==> src/common/refresh_pkg.sv <==
/*
  Shared constants and types for the refresh-scheduling link between a
  memory controller end and the memory device end.
  Assumes one 250 MHz clock shared by both ends and an active-low reset.
*/
package refresh_pkg;

  // ---------------------------------------------------------------
  // command encoding on chip select and the low command lines
  // ---------------------------------------------------------------
  localparam int CA_W = 4;
  localparam logic [2:0] REFRESH_CODE = 3'h4; // ca2 high, ca1/ca0 low
  localparam int SEL_BIT = 3;                 // low: single bank

  // ---------------------------------------------------------------
  // bank counter
  // ---------------------------------------------------------------
  localparam int NUM_BANKS = 8;
  localparam int BANK_W = 3;
  localparam logic [BANK_W-1:0] BANK_ZERO = 3'h0;
  localparam logic [BANK_W-1:0] BANK_ONE = 3'h1;
  localparam logic [BANK_W-1:0] BANK_LAST = 3'h7;

  // ---------------------------------------------------------------
  // timing, in ns and derived cycles at 4 ns per clock
  // ---------------------------------------------------------------
  localparam int CLK_PERIOD_NS = 4;
  localparam int ALL_BANK_REFRESH_CYCLE_TIME_NS = 130;
  localparam int SINGLE_BANK_REFRESH_CYCLE_TIME_NS = 60;
  localparam int ACTIVATE_TO_ACTIVATE_SPACING_NS = 10;
  localparam int PRECHARGE_TIME_NS = 18;
  localparam int AVERAGE_REFRESH_INTERVAL_NS = 3900;
  // least times round up
  localparam int T_RFC_ALL = (ALL_BANK_REFRESH_CYCLE_TIME_NS
                              + CLK_PERIOD_NS - 1) / CLK_PERIOD_NS;
  localparam int T_RFC_ONE = (SINGLE_BANK_REFRESH_CYCLE_TIME_NS
                              + CLK_PERIOD_NS - 1) / CLK_PERIOD_NS;
  localparam int T_ACT_ACT = (ACTIVATE_TO_ACTIVATE_SPACING_NS
                              + CLK_PERIOD_NS - 1) / CLK_PERIOD_NS;
  localparam int T_PRE = (PRECHARGE_TIME_NS + CLK_PERIOD_NS - 1)
                         / CLK_PERIOD_NS;
  // the interval is an average: round down
  localparam int T_REFI = AVERAGE_REFRESH_INTERVAL_NS / CLK_PERIOD_NS;
  localparam int TIMER_W = 12;

  // ---------------------------------------------------------------
  // postpone and pull-in limits
  // ---------------------------------------------------------------
  localparam int CREDIT_W = 5;
  localparam logic signed [CREDIT_W-1:0] CREDIT_MAX = 5'sh08;
  localparam logic signed [CREDIT_W-1:0] CREDIT_MIN = -5'sh08;
  localparam logic signed [CREDIT_W-1:0] CREDIT_ONE = 5'sh01;
  localparam logic signed [CREDIT_W-1:0] CREDIT_ZERO = 5'sh00;
  localparam int WIN_LIMIT = 16;   // all-bank commands per two intervals
  localparam int WIN_W = 8;

  typedef enum logic [1:0] {
    BANK_IDLE = 2'b00,
    BANK_OPEN = 2'b01,
    BANK_REFRESHING = 2'b10
  } bank_state_t;

endpackage

==> src/common/refresh_if.sv <==
/*
  Command/address link between controller and memory device.
  Assumes both ends share CLK; signals sampled on the rising edge.
*/
`timescale 1ns/1ps
interface refresh_if;
  import refresh_pkg::*;
  logic cs_n;                 // chip select, active low
  logic [CA_W-1:0] ca;        // command lines
  logic [BANK_W-1:0] act_bank; // bank of an activate/precharge
  logic act_cmd;              // activate strobe
  logic pre_cmd;              // single-bank precharge strobe
  logic pre_all_cmd;          // precharge-all strobe
  logic reset_cmd;            // reset command
  logic sr_exit;              // exit from self refresh

  modport controller (output cs_n, ca, act_bank, act_cmd, pre_cmd,
                      pre_all_cmd, reset_cmd, sr_exit);
  modport memory (input cs_n, ca, act_bank, act_cmd, pre_cmd,
                  pre_all_cmd, reset_cmd, sr_exit);
endinterface

==> src/rtl/refresh_controller.sv <==
/*
  Controller end: schedules all-bank and single-bank refreshes,
  activates and precharges, and enforces every separation and the
  pull-in limit before driving a command; at the postpone limit it only raises REFRESH_URGENT.
  Assumes one request at a time from the user side; a request stands
  until its grant pulse.
*/
`timescale 1ns/1ps
module refresh_controller
  import refresh_pkg::*;
(
  // clock and reset
  input wire logic CLK,
  input wire logic NRST,
  // user requests, held until granted
  input wire logic REQ_ALL,
  input wire logic REQ_ONE,
  input wire logic REQ_ACT,
  input wire logic REQ_PRE,
  input wire logic REQ_PRE_ALL,
  input wire logic REQ_RESET,
  input wire logic REQ_SR_EXIT,
  input wire logic [BANK_W-1:0] REQ_BANK,
  // answers
  output logic GRANT,
  output logic [BANK_W-1:0] NEXT_BANK,
  output logic signed [CREDIT_W-1:0] CREDIT,
  output logic REFRESH_URGENT,
  // link
  refresh_if.controller LINK
);

  typedef struct packed {
    logic [BANK_W-1:0] ptr;
    logic [NUM_BANKS-1:0] open;
    logic [TIMER_W-1:0] rfc_all;
    logic [TIMER_W-1:0] rfc_one;
    logic [TIMER_W-1:0] act_gap;
    logic [NUM_BANKS-1:0][TIMER_W-1:0] pre_gap;
    logic [NUM_BANKS-1:0][TIMER_W-1:0] bank_gap;
    logic [TIMER_W-1:0] tick;
    logic tick_half;
    logic signed [CREDIT_W-1:0] credit;
    logic [BANK_W-1:0] one_cnt;
    logic [WIN_W-1:0] win_prev;
    logic [WIN_W-1:0] win_cur;
    logic grant;
    logic cs_n;
    logic [CA_W-1:0] ca;
    logic [BANK_W-1:0] bank;
    logic act;
    logic pre;
    logic pre_all;
    logic rst;
    logic srx;
  } ctl_state_t;

  ctl_state_t s_r;
  ctl_state_t s_nxt;
  logic pre_clear;
  logic ok_all;
  logic ok_one;
  logic ok_act;
  logic refresh_done;
  logic tick_now;

  // --------------------------------------------------
  // issue conditions
  // --------------------------------------------------
  always_comb begin
    pre_clear = 1'b1;
    for (int i = 0; i < NUM_BANKS; i++) begin
      if (s_r.pre_gap[i] != '0) begin
        pre_clear = 1'b0;
      end
    end
    // pulled-in credit stops at the floor
    ok_all = (s_r.open == '0) && (s_r.rfc_all == '0) &&
             (s_r.rfc_one == '0) && pre_clear &&
             (s_r.credit != CREDIT_MIN) &&
             ((s_r.win_prev + s_r.win_cur) < WIN_W'(WIN_LIMIT));
    ok_one = !s_r.open[s_r.ptr] && (s_r.rfc_all == '0) &&
             (s_r.rfc_one == '0) && (s_r.act_gap == '0) &&
             (s_r.pre_gap[s_r.ptr] == '0) &&
             !((s_r.credit == CREDIT_MIN) && (s_r.one_cnt == BANK_LAST));
    // only the refreshing bank blocks its own activate
    ok_act = (s_r.rfc_all == '0) && (s_r.act_gap == '0) &&
             (s_r.bank_gap[REQ_BANK] == '0) &&
             (s_r.pre_gap[REQ_BANK] == '0) && !s_r.open[REQ_BANK];
  end

  assign tick_now = (s_r.tick == '0);

  // --------------------------------------------------
  // arbitration and bookkeeping
  // --------------------------------------------------
  always_comb begin
    s_nxt = s_r;
    refresh_done = 1'b0;
    s_nxt.grant = 1'b0;
    s_nxt.cs_n = 1'b1;
    s_nxt.ca = '0;
    s_nxt.act = 1'b0;
    s_nxt.pre = 1'b0;
    s_nxt.pre_all = 1'b0;
    s_nxt.rst = 1'b0;
    s_nxt.srx = 1'b0;
    s_nxt.bank = REQ_BANK;
    // countdowns
    if (s_r.rfc_all != '0) s_nxt.rfc_all = s_r.rfc_all - 1'b1;
    if (s_r.rfc_one != '0) s_nxt.rfc_one = s_r.rfc_one - 1'b1;
    if (s_r.act_gap != '0) s_nxt.act_gap = s_r.act_gap - 1'b1;
    for (int i = 0; i < NUM_BANKS; i++) begin
      if (s_r.pre_gap[i] != '0) s_nxt.pre_gap[i] = s_r.pre_gap[i] - 1'b1;
      if (s_r.bank_gap[i] != '0) begin
        s_nxt.bank_gap[i] = s_r.bank_gap[i] - 1'b1;
      end
    end
    // interval ticker; the window covers two intervals
    s_nxt.tick = tick_now ? TIMER_W'(T_REFI - 1) : s_r.tick - 1'b1;
    if (tick_now) begin
      s_nxt.tick_half = !s_r.tick_half;
      if (s_r.tick_half) begin
        s_nxt.win_prev = s_r.win_cur;
        s_nxt.win_cur = '0;
      end
    end
    // one request per cycle, held until granted; a grant blocks the
    // next cycle so the held request is not taken twice
    if (s_r.grant) begin
      s_nxt.grant = 1'b0;
    end else if (REQ_RESET) begin
      s_nxt.rst = 1'b1;
      s_nxt.ptr = BANK_ZERO;
      s_nxt.one_cnt = BANK_ZERO;
      s_nxt.open = '0;
      s_nxt.grant = 1'b1;
    end else if (REQ_SR_EXIT) begin
      s_nxt.srx = 1'b1;
      s_nxt.ptr = BANK_ZERO;
      s_nxt.one_cnt = BANK_ZERO;
      s_nxt.grant = 1'b1;
    end else if (REQ_ALL && ok_all) begin
      s_nxt.cs_n = 1'b0;
      s_nxt.ca = {1'b1, REFRESH_CODE};
      s_nxt.rfc_all = TIMER_W'(T_RFC_ALL);
      s_nxt.ptr = BANK_ZERO;
      s_nxt.one_cnt = BANK_ZERO;
      s_nxt.win_cur = s_r.win_cur + 1'b1;
      refresh_done = 1'b1;
      s_nxt.grant = 1'b1;
    end else if (REQ_ONE && ok_one) begin
      s_nxt.cs_n = 1'b0;
      s_nxt.ca = {1'b0, REFRESH_CODE};
      s_nxt.rfc_one = TIMER_W'(T_RFC_ONE);
      s_nxt.act_gap = TIMER_W'(T_ACT_ACT);
      s_nxt.bank_gap[s_r.ptr] = TIMER_W'(T_RFC_ONE);
      s_nxt.ptr = (s_r.ptr == BANK_LAST) ? BANK_ZERO
                  : s_r.ptr + BANK_ONE;
      s_nxt.one_cnt = (s_r.one_cnt == BANK_LAST) ? BANK_ZERO
                      : s_r.one_cnt + BANK_ONE;
      refresh_done = (s_r.one_cnt == BANK_LAST);
      if (refresh_done) s_nxt.win_cur = s_r.win_cur + 1'b1;
      s_nxt.grant = 1'b1;
    end else if (REQ_ACT && ok_act) begin
      s_nxt.act = 1'b1;
      s_nxt.open[REQ_BANK] = 1'b1;
      s_nxt.act_gap = TIMER_W'(T_ACT_ACT);
      s_nxt.grant = 1'b1;
    end else if (REQ_PRE) begin
      s_nxt.pre = 1'b1;
      s_nxt.open[REQ_BANK] = 1'b0;
      s_nxt.pre_gap[REQ_BANK] = TIMER_W'(T_PRE);
      s_nxt.grant = 1'b1;
    end else if (REQ_PRE_ALL) begin
      s_nxt.pre_all = 1'b1;
      s_nxt.open = '0;
      for (int i = 0; i < NUM_BANKS; i++) begin
        s_nxt.pre_gap[i] = TIMER_W'(T_PRE);
      end
      s_nxt.grant = 1'b1;
    end
    // credit: tick owes one, refresh pays one; clamp
    if (tick_now && !refresh_done && s_r.credit != CREDIT_MAX) begin
      s_nxt.credit = s_r.credit + CREDIT_ONE;
    end else if (!tick_now && refresh_done) begin
      s_nxt.credit = s_r.credit - CREDIT_ONE;
    end
  end

  always_ff @(posedge CLK or negedge NRST) begin
    if (!NRST) begin
      s_r <= '0;
      s_r.cs_n <= 1'b1;
      s_r.tick <= TIMER_W'(T_REFI - 1);
    end else begin
      s_r <= s_nxt;
    end
  end

  // --------------------------------------------------
  // outputs
  // --------------------------------------------------
  assign GRANT = s_r.grant;
  assign NEXT_BANK = s_r.ptr;
  assign CREDIT = s_r.credit;
  // eight owed: refresh must go before the next tick
  assign REFRESH_URGENT = (s_r.credit == CREDIT_MAX);
  assign LINK.cs_n = s_r.cs_n;
  assign LINK.ca = s_r.ca;
  assign LINK.act_bank = s_r.bank;
  assign LINK.act_cmd = s_r.act;
  assign LINK.pre_cmd = s_r.pre;
  assign LINK.pre_all_cmd = s_r.pre_all;
  assign LINK.reset_cmd = s_r.rst;
  assign LINK.sr_exit = s_r.srx;

endmodule

==> src/flat_wrapper.sv <==
// flat-port wrapper written by rule: the top's interface ports become plain ports
module refresh_controller_flat import refresh_pkg::*;
  (CLK, NRST, REQ_ALL, REQ_ONE, REQ_ACT, REQ_PRE, REQ_PRE_ALL, REQ_RESET, REQ_SR_EXIT, REQ_BANK, GRANT, NEXT_BANK, CREDIT, REFRESH_URGENT, LINK_cs_n, LINK_ca, LINK_act_bank, LINK_act_cmd, LINK_pre_cmd, LINK_pre_all_cmd, LINK_reset_cmd, LINK_sr_exit);
  refresh_if LINK_i ();
  input wire logic CLK;
  input wire logic NRST;
  input wire logic REQ_ALL;
  input wire logic REQ_ONE;
  input wire logic REQ_ACT;
  input wire logic REQ_PRE;
  input wire logic REQ_PRE_ALL;
  input wire logic REQ_RESET;
  input wire logic REQ_SR_EXIT;
  input wire logic [BANK_W-1:0] REQ_BANK;
  output logic GRANT;
  output logic [BANK_W-1:0] NEXT_BANK;
  output logic signed [CREDIT_W-1:0] CREDIT;
  output logic REFRESH_URGENT;
  output wire logic [$bits(LINK_i.cs_n)-1:0] LINK_cs_n;
  output wire logic [$bits(LINK_i.ca)-1:0] LINK_ca;
  output wire logic [$bits(LINK_i.act_bank)-1:0] LINK_act_bank;
  output wire logic [$bits(LINK_i.act_cmd)-1:0] LINK_act_cmd;
  output wire logic [$bits(LINK_i.pre_cmd)-1:0] LINK_pre_cmd;
  output wire logic [$bits(LINK_i.pre_all_cmd)-1:0] LINK_pre_all_cmd;
  output wire logic [$bits(LINK_i.reset_cmd)-1:0] LINK_reset_cmd;
  output wire logic [$bits(LINK_i.sr_exit)-1:0] LINK_sr_exit;
  assign LINK_cs_n = LINK_i.cs_n;
  assign LINK_ca = LINK_i.ca;
  assign LINK_act_bank = LINK_i.act_bank;
  assign LINK_act_cmd = LINK_i.act_cmd;
  assign LINK_pre_cmd = LINK_i.pre_cmd;
  assign LINK_pre_all_cmd = LINK_i.pre_all_cmd;
  assign LINK_reset_cmd = LINK_i.reset_cmd;
  assign LINK_sr_exit = LINK_i.sr_exit;
  refresh_controller u_core (.CLK(CLK), .NRST(NRST), .REQ_ALL(REQ_ALL), .REQ_ONE(REQ_ONE), .REQ_ACT(REQ_ACT), .REQ_PRE(REQ_PRE), .REQ_PRE_ALL(REQ_PRE_ALL), .REQ_RESET(REQ_RESET), .REQ_SR_EXIT(REQ_SR_EXIT), .REQ_BANK(REQ_BANK), .GRANT(GRANT), .NEXT_BANK(NEXT_BANK), .CREDIT(CREDIT), .REFRESH_URGENT(REFRESH_URGENT), .LINK(LINK_i));
endmodule
==> config.mk <==
export PLATFORM = sky130hd
export DESIGN_NAME = refresh_controller_flat
export DESIGN_NICKNAME = d
export VERILOG_FILES = /design/src/common/refresh_pkg.sv /design/src/common/refresh_if.sv /design/src/rtl/refresh_controller.sv /design/src/flat_wrapper.sv
export SDC_FILE = /design/constraint.sdc
export NUM_CORES = 1
export LEC_CHECK = 0
export BUFFER_PORTS_ARGS = -buffer_cell sky130_fd_sc_hd__clkbuf_2
export CORE_ASPECT_RATIO = 1.25
export CORE_MARGIN = 2
export CORE_UTILIZATION = 68
export CTS_CLUSTER_DIAMETER = 100
export DETAILED_ROUTE_END_ITERATION = 16
export GPL_TIMING_DRIVEN = 1
export PLACE_DENSITY = 0.88
export SYNTH_ARGS = -nofsm -noshare
export SYNTH_HDL_FRONTEND = slang
export SYNTH_SLANG_ARGS = --single-unit
==> constraint.sdc <==
create_clock -name CLK -period 6.5 [get_ports CLK]
set_input_delay 0.65 -clock CLK [delete_from_list [all_inputs] [get_ports CLK]]
set_output_delay 0.65 -clock CLK [all_outputs]
set_load 0.02 [all_outputs]
==> metrics.md, run 1 <==
| Metric | Value |
|---|---|
| Final hold vios | 0 |
| Outcome | finished clean |
| DR WL/cell | 17.8 um |
| DR DRC count | 0 |
| FF-to-FF End | u_core.CREDIT[4] |
| Core area | 22,800 um^2 |
| Critical path required time | 6.96 ns |
| I/O Pins | 35 |
| H-tree lvl count | 1 |
| Overflow after GRT | 0 |
| ANT nets after route | 0 |
| Total CTS buffers | 28 |
| Max Slew Vio Count | 0 |
| Chip width | 140 um |
| Worst slew pin tran | 1.26 ns |
| Reg clk slew, reported paths | 0.07 ns |
| Pre-CTS WS | 2.14 ns |
| CTS tree | done |
| Post-CTS Setup Bufs | 0 |
| CP startpoint | u_core.s_r[267] |
| Clock buffer depth | 3 |
| Vias/cell | 6.33 |
| Vias in the first global route | 12,779 |
| Via count | 12,752 |
| Initial antenna violation count | 0 |
| Period utilisation layout | 0.711 |
| DP Cell Count | 1,963 |
| Fin nets | 1,752 |
| Setup crit end | u_core.CREDIT[4] |
| Clk root buf | clkbuf_16 |
| Synth Instances | 1,685 |
| Post-synth EDFFs | 0 |
| Synth Area per Inst | 9.28 um^2 |
| Synth async-reset ratio | 1.00 |
| Most instantiated library cell after synthesis | dfrtp_1 |
| R2R Setup Slk | 1.88 ns |
| Kind of critical path | reg2reg |
| FF-to-FF path depth | 14 |
| RSZ-0062 raised after global routing | no |
| CTS sink count | 288 |
| Sequential area share after synthesis | 0.462 |
| Routed wire length | 35,900 um |
| Share of cells above drive strength 1 | 0.0800 |
| Startpoint Class | flip-flop |
| Initial DRC count | 1,033 |
| Max IR drop VDD | 0.315 mV |
| FF+latch count, synth | 288 |
| Layout Cells excl Fill | 2,014 |
| Arr. time, crit path | 5.08 ns |
| Cts repair resizes | 0 |
| Top cell types by occurrence after synthesis | 280 x dfrtp_1, 234 x nor2_1, 168 x nand2_1 |
| YS warnings | 0 |
| Hold_buf cts | 0 |
| Later-pin clock latency in the skew report | 0.55 ns |
| Maximum clock frequency | 216 MHz |
| Main synth FF type | dfrtp_1 |
| Area leader, netlist | dfrtp_1 |
| Initial Utilization | 0.686 |
| Num rows | 62 |
| Pwr dens | 345 nW/um^2 |
| Worst rel slew slack | 0.151 |
| Post-synth cell types | 71 |
| # setup viols final | 0 |
| Share of the synthesized area in the top cell type | 0.448 |
| Leak | 7.10 nW |
| Crit path max fanout | 10 |
| Reg2reg start | u_core.s_r[267] |
| # diodes | 0 |
| Final worst slack | 1.88 ns |
| Hpwl dp | 24,700 um |
| Initial DRT Pass Iterations | 6 |
| CP endpoint kind | flip-flop |
| GPL Wtd Cong | 0.981 |
| Final setup TNS | 0 ns |
| Largest net degree at the start of global routing | 181 |
| IO buf count | 32 |
| Die ar. | 24,200 um^2 |
| Mapped Area | 15,600 um^2 |
| First-pass GRT wire length | 60,600 um |
| Hold WC Path Type | in2async |
| Area delta synth->final | 9.10% |
| Max-Cap Viols | 0 |
| Die Height | 174 um |
| Tot GR Track Use | 0.298 |
| Fin crit period | 4.62 ns |
| Fill count | 1,547 |
| Top post-synthesis cells by area | dfrtp_1 45%, nor2_1 5.6%, xnor2_1 5.0% |
| Final Skew | 0.0120 ns |
cell type report:
| type | instances | area, um^2 | area share |
|---|---|---|---|
| clock inverters | 15 | 299 | 0.0175 |
| inverters | 60 | 225 | 0.0132 |
| flip-flops and latches | 288 | 7220 | 0.423 |
| multi-input cells | 1286 | 7930 | 0.465 |
| repair buffers | 41 | 250 | 0.0147 |
| well taps | 288 | 360 | 0.0211 |
| clock buffers | 36 | 781 | 0.0458 |
where the power goes:
group          leakage [nW]  switching, mW  internal, mW  total (mW)
Combinational          3.13          0.789         0.610        1.40
Sequential             3.46          0.458          2.16        2.61
Clock                 0.509          0.700          1.17        1.87
through the flow:
| stage | util | cell area (um^2) | power, mW | hold WS [ns] |
|---|---|---|---|---|
| global route | 0.748 | 17100 | 6.21 | 0.214 |
| floorplan | - | 15600 | 3.61 | 0.354 |
| global placement | 0.701 | 16000 | 3.90 | 0.438 |
| finish | 0.748 | 17100 | 5.88 | 0.120 |
| detailed placement | 0.701 | 16000 | 3.98 | 0.456 |
| CTS | 0.748 | 17100 | 5.88 | 0.185 |
worst min path at each step:
stage | slack, ns | depth (start not counted) | to
after detailed placement | 0.46 | 1 | u_core.s_r[39]
final | 0.12 | 1 | u_core.s_r[165]
after floorplan | 0.35 | 0 | u_core.CREDIT[0]
after CTS | 0.19 | 1 | u_core.s_r[55]
after global placement | 0.44 | 1 | u_core.s_r[39]
after global routing | 0.21 | 1 | u_core.s_r[55]
routing by layer:
metal / up-vias / global-route usage / wire [um]
met3: 147 / 0.0409 / 1860
met4: 0 / 0.122 / 1580
met5: - / 0 / 0
li1: 5967 / - / -
met1: 6216 / 0.382 / 14600
met2: 422 / 0.513 / 17800
sequential cells by signal, indices dropped and copies added, names as in the netlist:
signal                   flops
u_core.LINK.act_cmd          1
u_core.s_r                 268
u_core.GRANT                 1
u_core.CREDIT                5
u_core.LINK.pre_all_cmd      1
u_core.LINK.cs_n             1
u_core.LINK.sr_exit          1
u_core.NEXT_BANK             3
u_core.LINK.pre_cmd          1
u_core.LINK.reset_cmd        1
u_core.LINK.ca               2
u_core.LINK.act_bank         3
critical path, cell delays in order, from the launching register on:
cell and delay (ns):
dfrtp_1 0.43, inv_1 0.08, ha_1 0.24, nor3b_1 0.46, nand4b_1 0.58, nor3b_1 0.41, and4_1 0.29, nand4_1 0.39
nand3_1 0.37, ha_1 0.31, a21o_1 0.21, a21oi_1 0.30, nand3b_1 0.16, o22ai_1 0.09, nor3b_1 0.21
logic make-up after synthesis:
| family | count (synthesis) | synth area share |
|---|---|---|
| xor gates and xnor gates | 152 | 0.0851 |
| DFF | 288 | 0.462 |
| AOI/OAI and AO/OA | 184 | 0.0783 |
| and+or+nand+nor | 861 | 0.280 |
| adders and majority gates | 35 | 0.0285 |
| muxes | 52 | 0.0344 |
| buffers and inverters | 112 | 0.0318 |
| other | 1 | 0.000240 |
cell usage in the layout, fill, tap and decap left out, types with 6 or more instances in the layout:
cell       count
a211oi_1       8
a21o_1         7
a21oi_1       45
a31oi_1        9
a32oi_1        9
and2_1        17
and3_1        13
and4_1         8
buf_4          8
bufinv_16      8
clkbuf_16     28
clkbuf_2      31
dfrtp_1      280
dfstp_2        8
ha_1          34
inv_1         60
mux2_2        14
mux2i_1       38
nand2_1      168
nand2b_1      28
nand3_1       45
nand3b_1      12
nand4_1       16
nand4b_1       7
nor2_1       234
nor2b_1       27
nor3_1       116
nor3b_1       28
nor4_1        70
nor4b_1       10
o211ai_1       9
o21ai_0       47
o22ai_1        7
o31ai_1        6
or2_2          7
or3_1         18
or4_1         20
xnor2_1       90
xor2_1        62
Power figures use the tool's default switching activity.
==> run 2: changes to the inputs <==
- CORE_UTILIZATION: 68 -> 63
- PLACE_DENSITY: 0.88 -> 0.82
- clock period: 6.5 -> 4.4 ns (I/O delays scaled with it)
==> run 2 against run 1 <==
Compared with the run above:
- global-route usage fell by 2.3 points
- via count down 0.39%
- design area rose by 0.85%
- combinational power rose by 49%
- power is 43% higher
- die area rose by 7.7%
- critical path type unchanged
- largest cell class unchanged
==> metrics.md, run 2 (same netlist as run 1, synthesis figures left out) <==
| Metric | Value |
|---|---|
| Tot GR Track Use | 0.276 |
| Commonest cells after routing, fill and taps aside | 280 x dfrtp_1, 234 x nor2_1, 168 x nand2_1 |
| Max Slew Vio Count | 0 |
| Via count | 12,702 |
| Initial DRC count | 951 |
| Fin crit period | 4.01 ns |
| DR DRC count | 0 |
| Reg with most FFs | u_core.s_r |
| Core area | 24,400 um^2 |
| Design area | 17,200 um^2 |
| Leak | 7.19 nW |
| Arr. time, crit path | 4.45 ns |
| Most common cell after layout, fill and taps aside | dfrtp_1 |
| FF-to-FF path depth | 14 |
| GPL Wtd Cong | 0.936 |
| Clk root buf | clkbuf_16 |
| Kind of critical path | reg2reg |
| Vias in the first global route | 12,582 |
| Final setup TNS | 0 ns |
| CTS tree | done |
| P_sw | 2.84 mW |
| Worst slew pin tran | 1.29 ns |
| Startpoint Class | flip-flop |
| Max IR drop VDD | 0.315 mV |
| Hpwl dp | 25,200 um |
| IO buf count | 32 |
| Vias/cell | 6.09 |
| CP endpoint kind | flip-flop |
| Worst Hold Endpoint | u_core.LINK.sr_exit |
| Outcome | finished clean |
| ANT nets after route | 0 |
| Power Total | 8.43 mW |
| Initial Utilization | 0.640 |
| Hold WC Path Type | in2reg |
| First-pass GRT wire length | 60,600 um |
| Worst hold start | REQ_RESET |
| # setup viols final | 0 |
| Logic pwr share | 0.247 |
| Final hold vios | 0 |
| # diodes | 0 |
| Initial DRT Pass Iterations | 8 |
| Period utilisation layout | 0.912 |
| Min-Delay Path Depth | 2 |
| Later-pin clock latency in the skew report | 0.55 ns |
| CTS sink count | 288 |
| Max FFs per register | 268 |
| Area delta synth->final | 10.0% |
| FF-to-FF End | u_core.CREDIT[4] |
| R2R Setup Slk | 0.39 ns |
| Worst rel slew slack | 0.136 |
| Internal power | 5.58 mW |
| Fin nets | 1,781 |
| DR WL/cell | 17.1 um |
| Routed wire length | 35,700 um |
| Crit path max fanout | 6 |
| Max-Cap Viols | 0 |
| Clock buffer depth | 3 |
| Num rows | 64 |
| Chip width | 145 um |
| Final Skew | 0.00843 ns |
| Die ar. | 26,100 um^2 |
| Post-CTS Setup Bufs | 0 |
| RSZ-0062 raised after global routing | no |
| Die Height | 180 um |
| H-tree lvl count | 1 |
| Critical path required time | 4.84 ns |
| I/O Pins | 35 |
| Reg power frac | 0.457 |
| Share of cells above drive strength 1 | 0.0911 |
| Overflow after GRT | 0 |
| Largest net degree at the start of global routing | 112 |
| Reg2reg start | u_core.s_r[171] |
| Initial antenna violation count | 0 |
| Dpl cell area | 16,200 um^2 |
| Clock group share of total power | 0.296 |
| Total CTS buffers | 30 |
| Reg clk slew, reported paths | 0.06 ns |
| Pwr dens | 490 nW/um^2 |
| Switch share | 0.337 |
| Maximum clock frequency | 249 MHz |
[run 2: cell count changes in the layout (fill, tap and decap cells not counted)]
cell           delta
clkinv_4          +1
buf_4            +26
clkinv_8          -1
clkinv_2          +5
clkinvlp_4        -5
dlygate4sd3_1     +1
clkbuf_8          -1
bufinv_16         -6
clkbuf_1          +7
clkbuf_16         +3
[run 2: stage by stage]
stage / instances / setup WS, ns / util / hold slack, ns
after floorplan: 1686 / 0.928 / - / 0.144
after detailed placement: 2031 / 0.532 / 0.664 / 0.445
after CTS: 2086 / 0.469 / 0.704 / 0.144
after global routing: 2086 / 0.0478 / 0.704 / 0.161
after global placement: 2031 / 0.624 / 0.664 / 0.429
final: 2086 / 0.385 / 0.704 / 0.164
[run 2: how the worst max path moves through the flow]
| stage | startpoint | end | slack (ns) | depth (start not counted) |
|---|---|---|---|---|
| global route | u_core.s_r[171] | u_core.CREDIT[4] | 0.05 | 14 |
| CTS | u_core.s_r[171] | u_core.CREDIT[4] | 0.47 | 14 |
| detailed placement | u_core.s_r[17] | u_core.s_r[185] | 0.53 | 10 |
| floorplan | u_core.s_r[159] | u_core.CREDIT[4] | 0.93 | 15 |
| finish | u_core.s_r[171] | u_core.CREDIT[4] | 0.39 | 14 |
| global placement | u_core.s_r[16] | u_core.s_r[185] | 0.62 | 10 |
[run 2: worst max-delay path: stages, from the launching register on]
cell      delay [ns]
dfrtp_1         0.42
inv_1           0.11
ha_1            0.16
nor3b_1         0.53
and4_1          0.54
and4_1          0.27
o2111a_1        0.24
nand4_1         0.17
nand3_1         0.24
ha_1            0.31
a21o_1          0.21
a21oi_1         0.28
nand3_1         0.16
mux2i_1         0.18
nor3b_1         0.07
[run 2: timing repair]
| action | 4_1_cts | 5_1_grt |
|---|---|---|
| hold buffers | 1 | 0 |
| endpoints found under the hold margin | 16 | 0 |
| gates resized for setup | 0 | 0 |
[run 2: power groups by stage]
stage                     clock (mW)  combinational [mW]  sequential, mW
after CTS                       2.54                2.07            3.83
after detailed placement           0                2.04            3.86
final                           2.49                2.08            3.85
after floorplan                    0                1.62            3.71
after global routing            2.64                2.35            3.93
after global placement             0                1.96            3.85
[run 2: layout make-up]
class / instances / area, um^2
multi-input combinational: 1286 / 7930
inverter: 60 / 225
sequential: 288 / 7220
timing repair buffer: 68 / 455
clock inverter: 9 / 98.8
fill: 1816 / 7220
clock buffer: 45 / 868
tap: 330 / 413
[run 2: routing by layer]
layer	track usage	vias up	part of all wire	wire (um)
li1	-	6022	-	-
met2	0.482	424	0.50	17800
met3	0.0362	116	0.055	1980
met1	0.353	6140	0.41	14700
met4	0.100	0	0.035	1260
met5	0	-	0	0
==> run 3: changes to the inputs <==
- PLACE_DENSITY: 0.82 -> 0.8
- clock period: 4.4 -> 4.29 ns (I/O delays scaled with it)
==> run 3 against run 2 <==
Compared with the run above:
- maximum frequency increased by 2.1%
- critical path type unchanged
- via count decreased by 0.96%
- sequential share of layout area decreased by 0.17 points
- highest routed layer is now met5
- non-clock buffer count increased by 3
- clock skew grew 0.012 ns
- power rose by 3.6%
- register-to-register slack worse by 0.03 ns
- flip-flop and latch count unchanged
- largest power group unchanged
- setup slack got worse by 0.027 ns
- combinational power about the same
- first-iteration DRC count is 27% lower
==> metrics.md, run 3 (same netlist as run 1, synthesis figures left out) <==
| Metric | Value |
|---|---|
| Logic pwr share | 0.242 |
| Leak | 7.22 nW |
| GPL Wtd Cong | 0.957 |
| Routed wire length | 35,300 um |
| Die Height | 180 um |
| Initial DRC count | 698 |
| Clk root buf | clkbuf_16 |
| Post-CTS Setup Bufs | 0 |
| H-tree lvl count | 1 |
| Worst slew pin tran | 1.08 ns |
| Switch share | 0.334 |
| Most common cell after layout, fill and taps aside | dfrtp_1 |
| CTS sink count | 288 |
| CP endpoint kind | flip-flop |
| Reg power frac | 0.454 |
| # diodes | 0 |
| Kind of critical path | reg2reg |
| Fin crit period | 3.93 ns |
| Reg with most FFs | u_core.s_r |
| Arr. time, crit path | 4.40 ns |
| ANT nets after route | 0 |
| Critical path required time | 4.76 ns |
| Hold WC Path Type | in2reg |
| Max FFs per register | 268 |
| Buf+Inv Stages, Crit Path | 0 |
| Final Skew | 0.0201 ns |
| Commonest cells after routing, fill and taps aside | 280 x dfrtp_1, 234 x nor2_1, 168 x nand2_1 |
| CTS tree | done |
| Fin nets | 1,783 |
| IO buf count | 32 |
| Startpoint Class | flip-flop |
| Max-Cap Viols | 0 |
| DR DRC count | 0 |
| Overflow after GRT | 0 |
| Slowest stage delay, CP | 0.55 ns |
| Worst rel slew slack | 0.275 |
| # setup viols final | 0 |
| Initial DRT Pass Iterations | 5 |
| Via count | 12,580 |
| Period utilisation layout | 0.917 |
| Power Total | 8.73 mW |
| Hold Worst Slack | 0.131 ns |
| Clock buffer depth | 3 |
| Num rows | 64 |
| Outcome | finished clean |
| Tot GR Track Use | 0.271 |
| Final hold vios | 0 |
| Max IR drop VDD | 0.370 mV |
| Critical Path, Cell by Cell | or4_4 -> nor4b_1 -> o21ai_0 -> o31ai_1 -> nand4_1 -> nand3_1 -> ha_1 -> a21o_1 -> a21oi_1 -> nand3b_1 -> o22ai_1 -> nor3b_1 |
| Pwr dens | 505 nW/um^2 |
| Internal power | 5.81 mW |
| Vias/cell | 6.02 |
| Initial Utilization | 0.640 |
| Register area | 7220 um^2 |
| Final setup TNS | 0 ns |
| Fill count | 1,813 |
| Max Slew Vio Count | 0 |
| Critical Path Slowest Stage Cell | or4_4 |
| Chip width | 145 um |
| Reg clk slew, reported paths | 0.06 ns |
| Maximum clock frequency | 254 MHz |
| Area taken by multi-input logic gates | 7930 um^2 |
| Crit path max fanout | 7 |
| Die ar. | 26,100 um^2 |
| DR WL/cell | 16.9 um |
| Vias in the first global route | 12,531 |
| Dpl cell area | 16,200 um^2 |
| Design area | 17,300 um^2 |
| Hpwl dp | 25,000 um |
| First-pass GRT wire length | 59,800 um |
| Initial antenna violation count | 1 |
| RSZ-0062 raised after global routing | no |
| Share of cells above drive strength 1 | 0.0949 |
| Top cell family by delay on the critical path | simple AND/OR/NAND/NOR gates |
| P_sw | 2.92 mW |
| Largest net degree at the start of global routing | 114 |
| Total CTS buffers | 29 |
| Clock group share of total power | 0.305 |
| Later-pin clock latency in the skew report | 0.56 ns |
| Core area | 24,400 um^2 |
| I/O Pins | 35 |
| Area delta synth->final | 10.5% |
==> run 3: cell types whose count changed in the layout (fill, tap and decap cells not counted), moves of 2 or more <==
cell        change
clkinvlp_4      +4
buf_4           +3
clkbuf_1        -3
clkinv_2        -3
bufinv_16       +2
clkbuf_16       -2
clkbuf_8        +2
==> run 3: repair_timing <==
| action | in CTS | in global routing |
|---|---|---|
| hold buffers | 1 | 0 |
| endpoints found under the setup margin | 0 | 1 |
| endpoints found under the hold margin | 1 | 0 |
| resized for setup | 0 | 1 |
==> run 3: worst paths after layout <==
kind | depth (start not counted) | to | start | slack [ns]
max | 12 | u_core.CREDIT[4] | u_core.s_r[214] | 0.36
min | 2 | u_core.LINK.sr_exit | REQ_RESET | 0.13
max reg2reg | 12 | u_core.CREDIT[4] | u_core.s_r[214] | 0.36
min reg2reg | 1 | u_core.s_r[39] | u_core.s_r[39] | 0.45
max in group asynchronous | 3 | u_core.s_r[28] | NRST | 2.76
min in group asynchronous | 2 | u_core.s_r[56] | NRST | 0.50
==> run 3: routing by layer <==
metal	GRT usage	up-vias	part of all wire
met5	0	-	0.00054
met4	0.107	2	0.036
met3	0.0395	88	0.053
met2	0.471	339	0.49
met1	0.344	6128	0.42
li1	-	6023	-
==> run 3: stage by stage <==
stage,std cells,util,setup slack [ns]
6_report,2089,0.707,0.358
5_1_grt,2089,0.707,0.145
4_1_cts,2089,0.707,0.413
3_5_place_dp,2034,0.665,0.475
3_3_place_gp,2034,0.665,0.572
2_1_floorplan,1686,-,0.818
==> run 3: worst reg2reg max path: stages (launching register included) <==
cell,delay (ns)
dfrtp_1,0.44
or4_4,0.55
nor4b_1,0.54
o21ai_0,0.21
o31ai_1,0.37
nand4_1,0.23
nand3_1,0.27
ha_1,0.30
a21o_1,0.20
a21oi_1,0.30
nand3b_1,0.16
o22ai_1,0.09
nor3b_1,0.18
==> run 3: power by group through the flow <==
stage	clock [mW]	combinational (mW)	sequential, mW
4_1_cts	2.70	2.11	3.94
5_1_grt	2.82	2.41	4.05
6_report	2.66	2.11	3.96
3_3_place_gp	0	2.00	3.94
2_1_floorplan	0	1.67	3.81
3_5_place_dp	0	2.09	3.97
==> run 3: layout make-up <==
type,instances,share of cell area
timing repair buffer,71,0.0277
inverter,60,0.0130
sequential,288,0.418
clock inverter,12,0.0101
multi-input combinational,1286,0.459
tap,330,0.0239
clock buffer,42,0.0483
